**src/rtl/dll_seq_pkg.sv**
```systemverilog
// package: constants and types for the dll mode and clock change sequencer
// What this block does
// - mode register 1 bit 0 sets dll enable
// - fast exit allows zq, cl/wr/cwl/gear-down writes only
// - abort on exit skips refresh counter, tXS_ABORT
// - clock ignored in self refresh after tCKSRE
// - lock value before entry relocks at exit automatically
package dll_seq_pkg;
  // ********************************************************************
  // command and state encodings
  // ********************************************************************
  typedef enum logic [3:0] {
    CMD_DES = 4'h0, CMD_MRS = 4'h1, CMD_REF = 4'h2, CMD_SRE = 4'h3,
    CMD_SRX = 4'h4, CMD_ZQCL = 4'h5, CMD_ZQCS = 4'h6, CMD_ACT = 4'h7,
    CMD_PRE = 4'h8, CMD_RD = 4'h9, CMD_WR = 4'hA, CMD_PDE = 4'hB
  } cmd_e;
  typedef enum logic [1:0] {
    ST_IDLE = 2'b00, ST_SRE = 2'b01, ST_SR = 2'b10, ST_EXIT = 2'b11
  } state_e;
  typedef struct packed {
    cmd_e op;
    logic [2:0] mr;
    logic [13:0] data;
  } cmd_s;
  // ********************************************************************
  // mode register fields
  // ********************************************************************
  localparam int DLL_EN_BIT = 0;
  localparam int DLL_RST_BIT = 8;
  localparam int ABORT_BIT = 9;
  localparam int PDA_BIT = 4;
  // ********************************************************************
  // register map and reset values
  // ********************************************************************
  localparam int N_TIM = 8;
  localparam logic [7:0] OFS_STATUS = 8'h20;
  localparam logic [7:0] OFS_ERR = 8'h24;
  localparam int TI_CKSRE = 0;
  localparam int TI_XSF = 1;
  localparam int TI_XS = 2;
  localparam int TI_XSA = 3;
  localparam int TI_DLLK = 4;
  localparam int TI_ZQ = 5;
  localparam int TI_MOD = 6;
  localparam int TI_MRD = 7;
  localparam logic [15:0] TIM_RST [N_TIM] = '{
    16'h000A, 16'h0040, 16'h0100, 16'h0040,
    16'h0300, 16'h0200, 16'h0018, 16'h0008};
  localparam logic [15:0] CNT_MAX = 16'hFFFF;
endpackage : dll_seq_pkg

```
**src/rtl/dll_seq.sv**
```systemverilog
// dram-side tracker of self refresh, dll switching and exit windows
//
// The implementer's own choices: the placing of the registers and register access over APB.
`timescale 1ns/1ps
module dll_seq (
  input wire logic core_clk,
  input wire logic reset,
  input wire dll_seq_pkg::cmd_s cmd,
  input wire logic psel,
  input wire logic penable,
  input wire logic pwrite,
  input wire logic [7:0] paddr,
  input wire logic [31:0] pwdata,
  output logic [31:0] prdata,
  output logic pready,
  output logic pslverr,
  output logic dll_en,
  output logic dll_locked,
  output logic in_sr,
  output logic clk_dont_care,
  output logic abort_pulse,
  output logic [7:0] ref_count
);
  // ********************************************************************
  // state
  // ********************************************************************
  dll_seq_pkg::state_e st_q, st_d;
  logic [15:0] cnt_q, cnt_d, dll_cnt_q, dll_cnt_d;
  logic [15:0] zq_cnt_q, zq_cnt_d, mrs_cnt_q, mrs_cnt_d;
  logic dll_en_q, dll_en_d, abort_en_q, abort_en_d, pda_q, pda_d;
  logic arm_q, arm_d, pend_q, pend_d, need_ref_q, need_ref_d;
  logic abort_q, abort_d;
  logic [7:0] ref_q, ref_d;
  logic [2:0] err_q, err_d, err_set;
  logic [15:0] tim_q [dll_seq_pkg::N_TIM];
  logic [15:0] tim_d [dll_seq_pkg::N_TIM];
  logic [31:0] prdata_q, prdata_d;
  logic pslverr_q, pslverr_d;
  logic fast_ok, full_ok, allowed, acc, is_mrs, is_zq;
  logic [15:0] xs_lim;
  logic wr_acc, setup;
  logic [2:0] w1c;
  // saturating counter step
  function automatic logic [15:0] sat(input logic [15:0] v);
    sat = (v == dll_seq_pkg::CNT_MAX) ? v : v + 16'h0001;
  endfunction : sat
  // ********************************************************************
  // exit window decode
  // ********************************************************************
  always_comb begin
    is_mrs = (cmd.op == dll_seq_pkg::CMD_MRS);
    is_zq = (cmd.op == dll_seq_pkg::CMD_ZQCL) ||
      (cmd.op == dll_seq_pkg::CMD_ZQCS);
    xs_lim = abort_en_q ? tim_q[dll_seq_pkg::TI_XSA] :
      tim_q[dll_seq_pkg::TI_XS];
    fast_ok = (cnt_q >= tim_q[dll_seq_pkg::TI_XSF]);
    full_ok = (cnt_q >= xs_lim);
    allowed = (st_q == dll_seq_pkg::ST_IDLE) ||
      (cmd.op == dll_seq_pkg::CMD_DES) || full_ok ||
      (fast_ok && (is_zq || (is_mrs && !pda_q &&
      (cmd.mr == 3'h0 || cmd.mr == 3'h2 || cmd.mr == 3'h3))));
    acc = allowed && ((st_q == dll_seq_pkg::ST_IDLE) ||
      (st_q == dll_seq_pkg::ST_EXIT));
  end
  // ********************************************************************
  // sequencer next state
  // ********************************************************************
  always_comb begin
    st_d = st_q;
    cnt_d = sat(cnt_q);
    dll_cnt_d = sat(dll_cnt_q);
    zq_cnt_d = sat(zq_cnt_q);
    mrs_cnt_d = sat(mrs_cnt_q);
    dll_en_d = dll_en_q;
    abort_en_d = abort_en_q;
    pda_d = pda_q;
    arm_d = arm_q;
    pend_d = pend_q;
    need_ref_d = need_ref_q;
    abort_d = 1'b0;
    ref_d = ref_q;
    err_set = 3'b000;
    unique case (st_q)
      dll_seq_pkg::ST_IDLE: if (cmd.op == dll_seq_pkg::CMD_SRE) begin
        err_set[2] = need_ref_q;
        st_d = dll_seq_pkg::ST_SRE;
        cnt_d = 16'h0000;
        pend_d = arm_q;
        arm_d = 1'b0;
      end
      dll_seq_pkg::ST_SRE, dll_seq_pkg::ST_SR: begin
        if (cnt_q >= tim_q[dll_seq_pkg::TI_CKSRE]) begin
          st_d = dll_seq_pkg::ST_SR;
        end
        if (cmd.op == dll_seq_pkg::CMD_SRX) begin
          st_d = dll_seq_pkg::ST_EXIT;
          cnt_d = 16'h0000;
          need_ref_d = 1'b1;
          pend_d = 1'b0;
          if (abort_en_q) begin
            abort_d = 1'b1;
          end else begin
            ref_d = ref_q + 8'h01;
          end
          if (pend_q) begin
            dll_cnt_d = 16'h0000;
          end
        end
      end
      dll_seq_pkg::ST_EXIT: if (full_ok) begin
        st_d = dll_seq_pkg::ST_IDLE;
      end
    endcase
    if (!acc && (st_q == dll_seq_pkg::ST_EXIT)) begin
      err_set[0] = 1'b1;
    end
    if (acc && is_mrs) begin
      err_set[1] = (mrs_cnt_q < tim_q[dll_seq_pkg::TI_MRD]);
      mrs_cnt_d = 16'h0000;
      unique case (cmd.mr)
        3'h0: if (cmd.data[dll_seq_pkg::DLL_RST_BIT]) begin
          dll_cnt_d = 16'h0000;
        end
        3'h1: dll_en_d = cmd.data[dll_seq_pkg::DLL_EN_BIT];
        3'h3: pda_d = cmd.data[dll_seq_pkg::PDA_BIT];
        3'h4: abort_en_d = cmd.data[dll_seq_pkg::ABORT_BIT];
        3'h6: arm_d = 1'b1;
        default: ;
      endcase
    end else if (acc && (cmd.op != dll_seq_pkg::CMD_DES) &&
        (cmd.op != dll_seq_pkg::CMD_SRE)) begin
      err_set[1] = (mrs_cnt_q < tim_q[dll_seq_pkg::TI_MOD]);
    end
    if (acc && (cmd.op == dll_seq_pkg::CMD_REF)) begin
      ref_d = ref_q + 8'h01;
      need_ref_d = 1'b0;
    end
    if (acc && (cmd.op == dll_seq_pkg::CMD_ZQCL)) begin
      zq_cnt_d = 16'h0000;
    end
  end
  // sequencer registers
  always_ff @(posedge core_clk) begin
    if (reset) begin
      st_q <= dll_seq_pkg::ST_IDLE;
      cnt_q <= dll_seq_pkg::CNT_MAX;
      dll_cnt_q <= dll_seq_pkg::CNT_MAX;
      zq_cnt_q <= dll_seq_pkg::CNT_MAX;
      mrs_cnt_q <= dll_seq_pkg::CNT_MAX;
      dll_en_q <= 1'b1;
      abort_en_q <= 1'b0;
      pda_q <= 1'b0;
      arm_q <= 1'b0;
      pend_q <= 1'b0;
      need_ref_q <= 1'b0;
      abort_q <= 1'b0;
      ref_q <= 8'h00;
    end else begin
      st_q <= st_d;
      cnt_q <= cnt_d;
      dll_cnt_q <= dll_cnt_d;
      zq_cnt_q <= zq_cnt_d;
      mrs_cnt_q <= mrs_cnt_d;
      dll_en_q <= dll_en_d;
      abort_en_q <= abort_en_d;
      pda_q <= pda_d;
      arm_q <= arm_d;
      pend_q <= pend_d;
      need_ref_q <= need_ref_d;
      abort_q <= abort_d;
      ref_q <= ref_d;
    end
  end
  // ********************************************************************
  // apb register file
  // ********************************************************************
  always_comb begin
    setup = psel && !penable;
    wr_acc = psel && penable && pwrite;
    w1c = (wr_acc && paddr == dll_seq_pkg::OFS_ERR) ? pwdata[2:0] : 3'b000;
    err_d = (err_q & ~w1c) | err_set; // set wins over clear
    for (int i = 0; i < dll_seq_pkg::N_TIM; i++) begin
      tim_d[i] = (wr_acc && paddr == 8'(4 * i)) ? pwdata[15:0] :
        tim_q[i];
    end
    prdata_d = prdata_q;
    pslverr_d = 1'b0;
    if (setup) begin
      prdata_d = 32'h0000_0000;
      if (paddr < 8'(4 * dll_seq_pkg::N_TIM) && paddr[1:0] == 2'b00) begin
        prdata_d[15:0] = tim_q[paddr[4:2]];
      end else if (paddr == dll_seq_pkg::OFS_STATUS) begin
        prdata_d = {8'h00, ref_q, 7'h00, (zq_cnt_q <
          tim_q[dll_seq_pkg::TI_ZQ]), pend_q, need_ref_q, pda_q,
          abort_en_q, clk_dont_care, in_sr, dll_locked, dll_en_q};
      end else if (paddr == dll_seq_pkg::OFS_ERR) begin
        prdata_d[2:0] = err_q;
      end else begin
        pslverr_d = 1'b1;
      end
    end else if (psel) begin
      pslverr_d = pslverr_q;
    end
  end
  // register file flops
  always_ff @(posedge core_clk) begin
    if (reset) begin
      err_q <= 3'b000;
      prdata_q <= 32'h0000_0000;
      pslverr_q <= 1'b0;
      for (int i = 0; i < dll_seq_pkg::N_TIM; i++) begin
        tim_q[i] <= dll_seq_pkg::TIM_RST[i];
      end
    end else begin
      err_q <= err_d;
      prdata_q <= prdata_d;
      pslverr_q <= pslverr_d;
      tim_q <= tim_d;
    end
  end
  // ********************************************************************
  // outputs
  // ********************************************************************
  assign pready = 1'b1;
  assign prdata = prdata_q;
  assign pslverr = pslverr_q;
  assign dll_en = dll_en_q;
  assign dll_locked = dll_en_q &&
    (dll_cnt_q >= tim_q[dll_seq_pkg::TI_DLLK]);
  assign in_sr = (st_q == dll_seq_pkg::ST_SRE) ||
    (st_q == dll_seq_pkg::ST_SR);
  assign clk_dont_care = (st_q == dll_seq_pkg::ST_SR);
  assign abort_pulse = abort_q;
  assign ref_count = ref_q;
endmodule : dll_seq

```
**config.mk**
```make
export PLATFORM = sky130hd
export DESIGN_NAME = dll_seq
export DESIGN_NICKNAME = d
export VERILOG_FILES = /design/src/rtl/dll_seq_pkg.sv /design/src/rtl/dll_seq.sv
export SDC_FILE = /design/constraint.sdc
export NUM_CORES = 1
export LEC_CHECK = 0
export BUFFER_PORTS_ARGS = -buffer_cell sky130_fd_sc_hd__clkbuf_2
export CORE_ASPECT_RATIO = 0.9
export CORE_UTILIZATION = 35
export CTS_CLUSTER_DIAMETER = 30
export DETAILED_ROUTE_END_ITERATION = 6
export PLACE_DENSITY = 0.61
export SLEW_MARGIN = 10
export SYNTH_ARGS = -nofsm -noshare
export SYNTH_HDL_FRONTEND = slang
export SYNTH_SLANG_ARGS = --single-unit
export TNS_END_PERCENT = 10
```
**constraint.sdc**
```tcl
create_clock -name core_clk -period 3.63 [get_ports core_clk]
set_clock_uncertainty 0.2 [all_clocks]
set_input_delay 0.1815 -clock core_clk [delete_from_list [all_inputs] [get_ports core_clk]]
set_output_delay 0.1815 -clock core_clk [all_outputs]
set_load 0.05 [all_outputs]
```
==> results.cfg <==
[clock_tree]
cts_tree = done
cts_buffers = 60
cts.sinks = 237
cts.htree.levels = 2
postCtsSetupBuffers = 0
clk_latency_ns = 0.58
path_clk_slew_ns = 0.05
cts-root-buf = clkbuf_16
clockBufferDepth = 3

[hold_path]
hp-class = input pin to flop
min-delay-start = paddr[7]
hold_depth = 6
hold_path_end = err_q[1]$_SDFF_PP0_

[place]
place_ws_ns = 0.395
gp_congestion = 0.931
place_inst = 2022
io_buffers = 77
hpwl_mm = 28.8

[job]
cap_viol_max_count = 0

[detailed_routing]
vias = 11600
drc_errors = 0
drtAntennaViolNets = 0
first_pass_iters = 6
viasPerCell = 5.35
drt_iter0_drc = 878
wl_per_cell_microns = 18.6
wl_mm = 40.2

[worst_setup_path]
startpoint_type = flop
setup.worst_path.class = flop to flop
end_kind = flop
reg2regPathDepth = 9
required_ns = 3.93
r2r_slack_ns = 0.18
r2r-end = need_ref_q$_SDFFE_PP0P_
r2r-start = abort_en_q$_SDFFE_PP0P_
critPathMaxFanout = 4
cp.arrival_ns = 3.75

[yosys]
yosys_warnings = 0
syn_area_sq_um = 13600
synth_flop_cell = dfxtp_1
synth_top_area_share = 0.349
ys_seq_area_frac = 0.349
async_flop_share = 0
synth_edf_count = 0
synth-seq-cells = 237
synth_area_leaders = dfxtp_1, ha_1, mux2i_1
synth_top_area_cell = dfxtp_1
yosysUniqueCellTypes = 78
syn_inst = 1512
avgSynthCellArea_sq_um = 8.98

[global_route]
overflow = 0
grt_start_max_net_pins = 79
grt_antenna_before_repair = 1
grt_use_met1 = 0.283
grt_pass1_vias = 11400
grt_use_total = 0.205
met2_usage = 0.323
grt_pass1_wl_mm = 64.2
top_usage_layer = met2
met3_usage = 0.0350

[sta]
period_needed_ns = 3.45
slew_headroom = 0.306
fmax_mhz = 290
fin_crit_sh = 0.950
tightest_slew_ns = 1.04
hold_viol = 0
drv_slew = 0
rsz0062_at_grt = false
fin_ws_ns = 0.181
setup_viol = 0
fin_setup_tns_ns = 0

[layout]
num-fill-cells = 3614
diodes = 0
drive_gt1_frac = 0.166
finalNetCount = 1810
stdcell_count = 2163
syn2layout_area_growth_pct = 24.8

[power]
leakage_nw = 6.93
vdd_drop_max_uv = 475
pwr_density_cell_nw_per_um2 = 716

[floorplanning]
io_pins = 113
start_util = 0.355
dieWidth_microns = 210
die-area_sq_um = 39600
fp.dieH_microns = 189
fp-row-count = 68
fp.coreArea_sq_um = 38300

[run_status]
status = complete, no violations
worst max-delay path, stage by stage, from the launching register on:
cell	delay, ns
dfxtp_1	0.38
mux2_2	0.36
ha_1	0.26
nand2b_1	0.15
a2111oi_0	0.48
o31a_1	0.36
o211ai_1	0.16
o21ai_2	0.31
o31a_1	0.16
dlygate4sd3_1	0.55
report_power, final:
group	switching [W]	internal, W	leakage, nW	total, W
Sequential	0.000474	0.00292	1.93	0.00339
Combinational	0.00173	0.00130	3.93	0.00303
Clock	0.00162	0.00409	1.07	0.00571
metrics by stage:
step	instance area, sq um	hold slack, ns	util	total power [W]
2_1_floorplan	13600	0.118	-	0.00563
3_3_place_gp	14400	0.238	0.377	0.00627
3_5_place_dp	14400	0.249	0.377	0.00638
4_1_cts	16900	0.114	0.443	0.0122
5_1_grt	16900	0.155	0.443	0.0128
6_report	16900	0.127	0.443	0.0121
worst max path at each step:
stage,depth (start not counted),end,from,slack [ns]
2_1_floorplan,10,ref_count[4]$_SDFFE_PP0P_,abort_en_q$_SDFFE_PP0P_,0.17
3_3_place_gp,8,abort_en_q$_SDFFE_PP0P_,abort_en_q$_SDFFE_PP0P_,0.40
3_5_place_dp,9,dll_cnt_q[14]$_SDFF_PP1_,abort_en_q$_SDFFE_PP0P_,0.40
4_1_cts,10,dll_locked,dll_cnt_q[0]$_SDFF_PP1_,0.21
5_1_grt,10,dll_locked,dll_cnt_q[0]$_SDFF_PP1_,0.04
6_report,9,need_ref_q$_SDFFE_PP0P_,abort_en_q$_SDFFE_PP0P_,0.18
Yosys cell counts, types with 3 or more instances:
library cell / n
nor3_1: 17
nand4_1: 31
and2_1: 5
xor2_1: 25
or3_1: 4
dfxtp_1: 237
buf_4: 12
nand2b_1: 12
o31a_1: 3
inv_1: 113
mux4_2: 32
nor4_1: 5
nor3b_1: 3
a22oi_1: 10
a31oi_1: 4
o21ai_0: 64
clkbuf_1: 59
xnor2_1: 26
o21a_1: 4
nor2b_1: 10
a21o_1: 12
mux2i_1: 143
a2111oi_0: 4
o211ai_1: 13
or2_2: 3
nand2_1: 113
mux2_2: 9
and4_1: 7
nor2_1: 174
and3_1: 6
a31o_2: 3
buf_1: 3
a21oi_1: 76
nor2_2: 4
nand3b_1: 4
nand3_1: 46
a211oi_1: 19
ha_1: 117
buf_2: 16
o21ai_1: 16
layout make-up:
type / count / area [sq um] / share of cell area
timing repair buffer: 138 / 953 / 0.0563
tap: 490 / 613 / 0.0362
inverter: 115 / 434 / 0.0256
clock inverter: 26 / 452 / 0.0267
sequential: 237 / 4740 / 0.280
multi-input combinational: 1075 / 8010 / 0.472
clock buffer: 82 / 1750 / 0.103
logic make-up after synthesis:
group	after synthesis	synth area share
other	2	0.000553
buffers and inverters	207	0.0633
flip-flops	237	0.349
AND/OR/NAND/NOR	459	0.161
multiplexers	185	0.167
adder cells (fa/ha/maj)	117	0.108
AO/OA/AOI/OAI	254	0.119
XOR/XNOR	51	0.0329
timing repair:
action	in CTS	in global routing
resized for setup	0	0
endpoints found under the hold margin	180	0
hold buffers	33	0
per-layer routing:
| layer | vias up | part of all wire |
|---|---|---|
| met5 | - | 0.00025 |
| met4 | 2 | 0.029 |
| met3 | 79 | 0.062 |
| met2 | 355 | 0.44 |
| met1 | 5581 | 0.47 |
| li1 | 5565 | - |
cell usage in the layout, fill, tap and decap left out, types with 10 or more instances in the layout:
| cell type | n |
|---|---|
| nand3_1 | 46 |
| o21ai_0 | 64 |
| dlygate4sd3_1 | 33 |
| a22oi_1 | 10 |
| clkbuf_8 | 14 |
| nand2b_1 | 12 |
| nor3_1 | 17 |
| xor2_1 | 25 |
| mux2i_1 | 143 |
| o211ai_1 | 13 |
| nand2_1 | 113 |
| a211oi_1 | 19 |
| buf_4 | 27 |
| a21o_1 | 12 |
| xnor2_1 | 26 |
| clkbuf_16 | 61 |
| clkbuf_2 | 76 |
| ha_1 | 117 |
| nor2b_1 | 10 |
| a21oi_1 | 76 |
| nor2_1 | 174 |
| nand4_1 | 31 |
| dfxtp_1 | 237 |
| mux4_2 | 32 |
| bufinv_16 | 11 |
| o21ai_1 | 16 |
| inv_1 | 113 |
registers in the layout, indices dropped and copies added (netlist names):
register and count:
err_q 3, cnt_q 16, zq_cnt_q 16, prdata 24, st_q 2, dll_en 1, dll_cnt_q 16, tim_q 128
pslverr 1, arm_q 1, mrs_cnt_q 16, abort_en_q 1, pda_q 1, ref_count 8, need_ref_q 1, abort_pulse 1
pend_q 1
No activity file was read; power rests on OpenSTA's default activity.
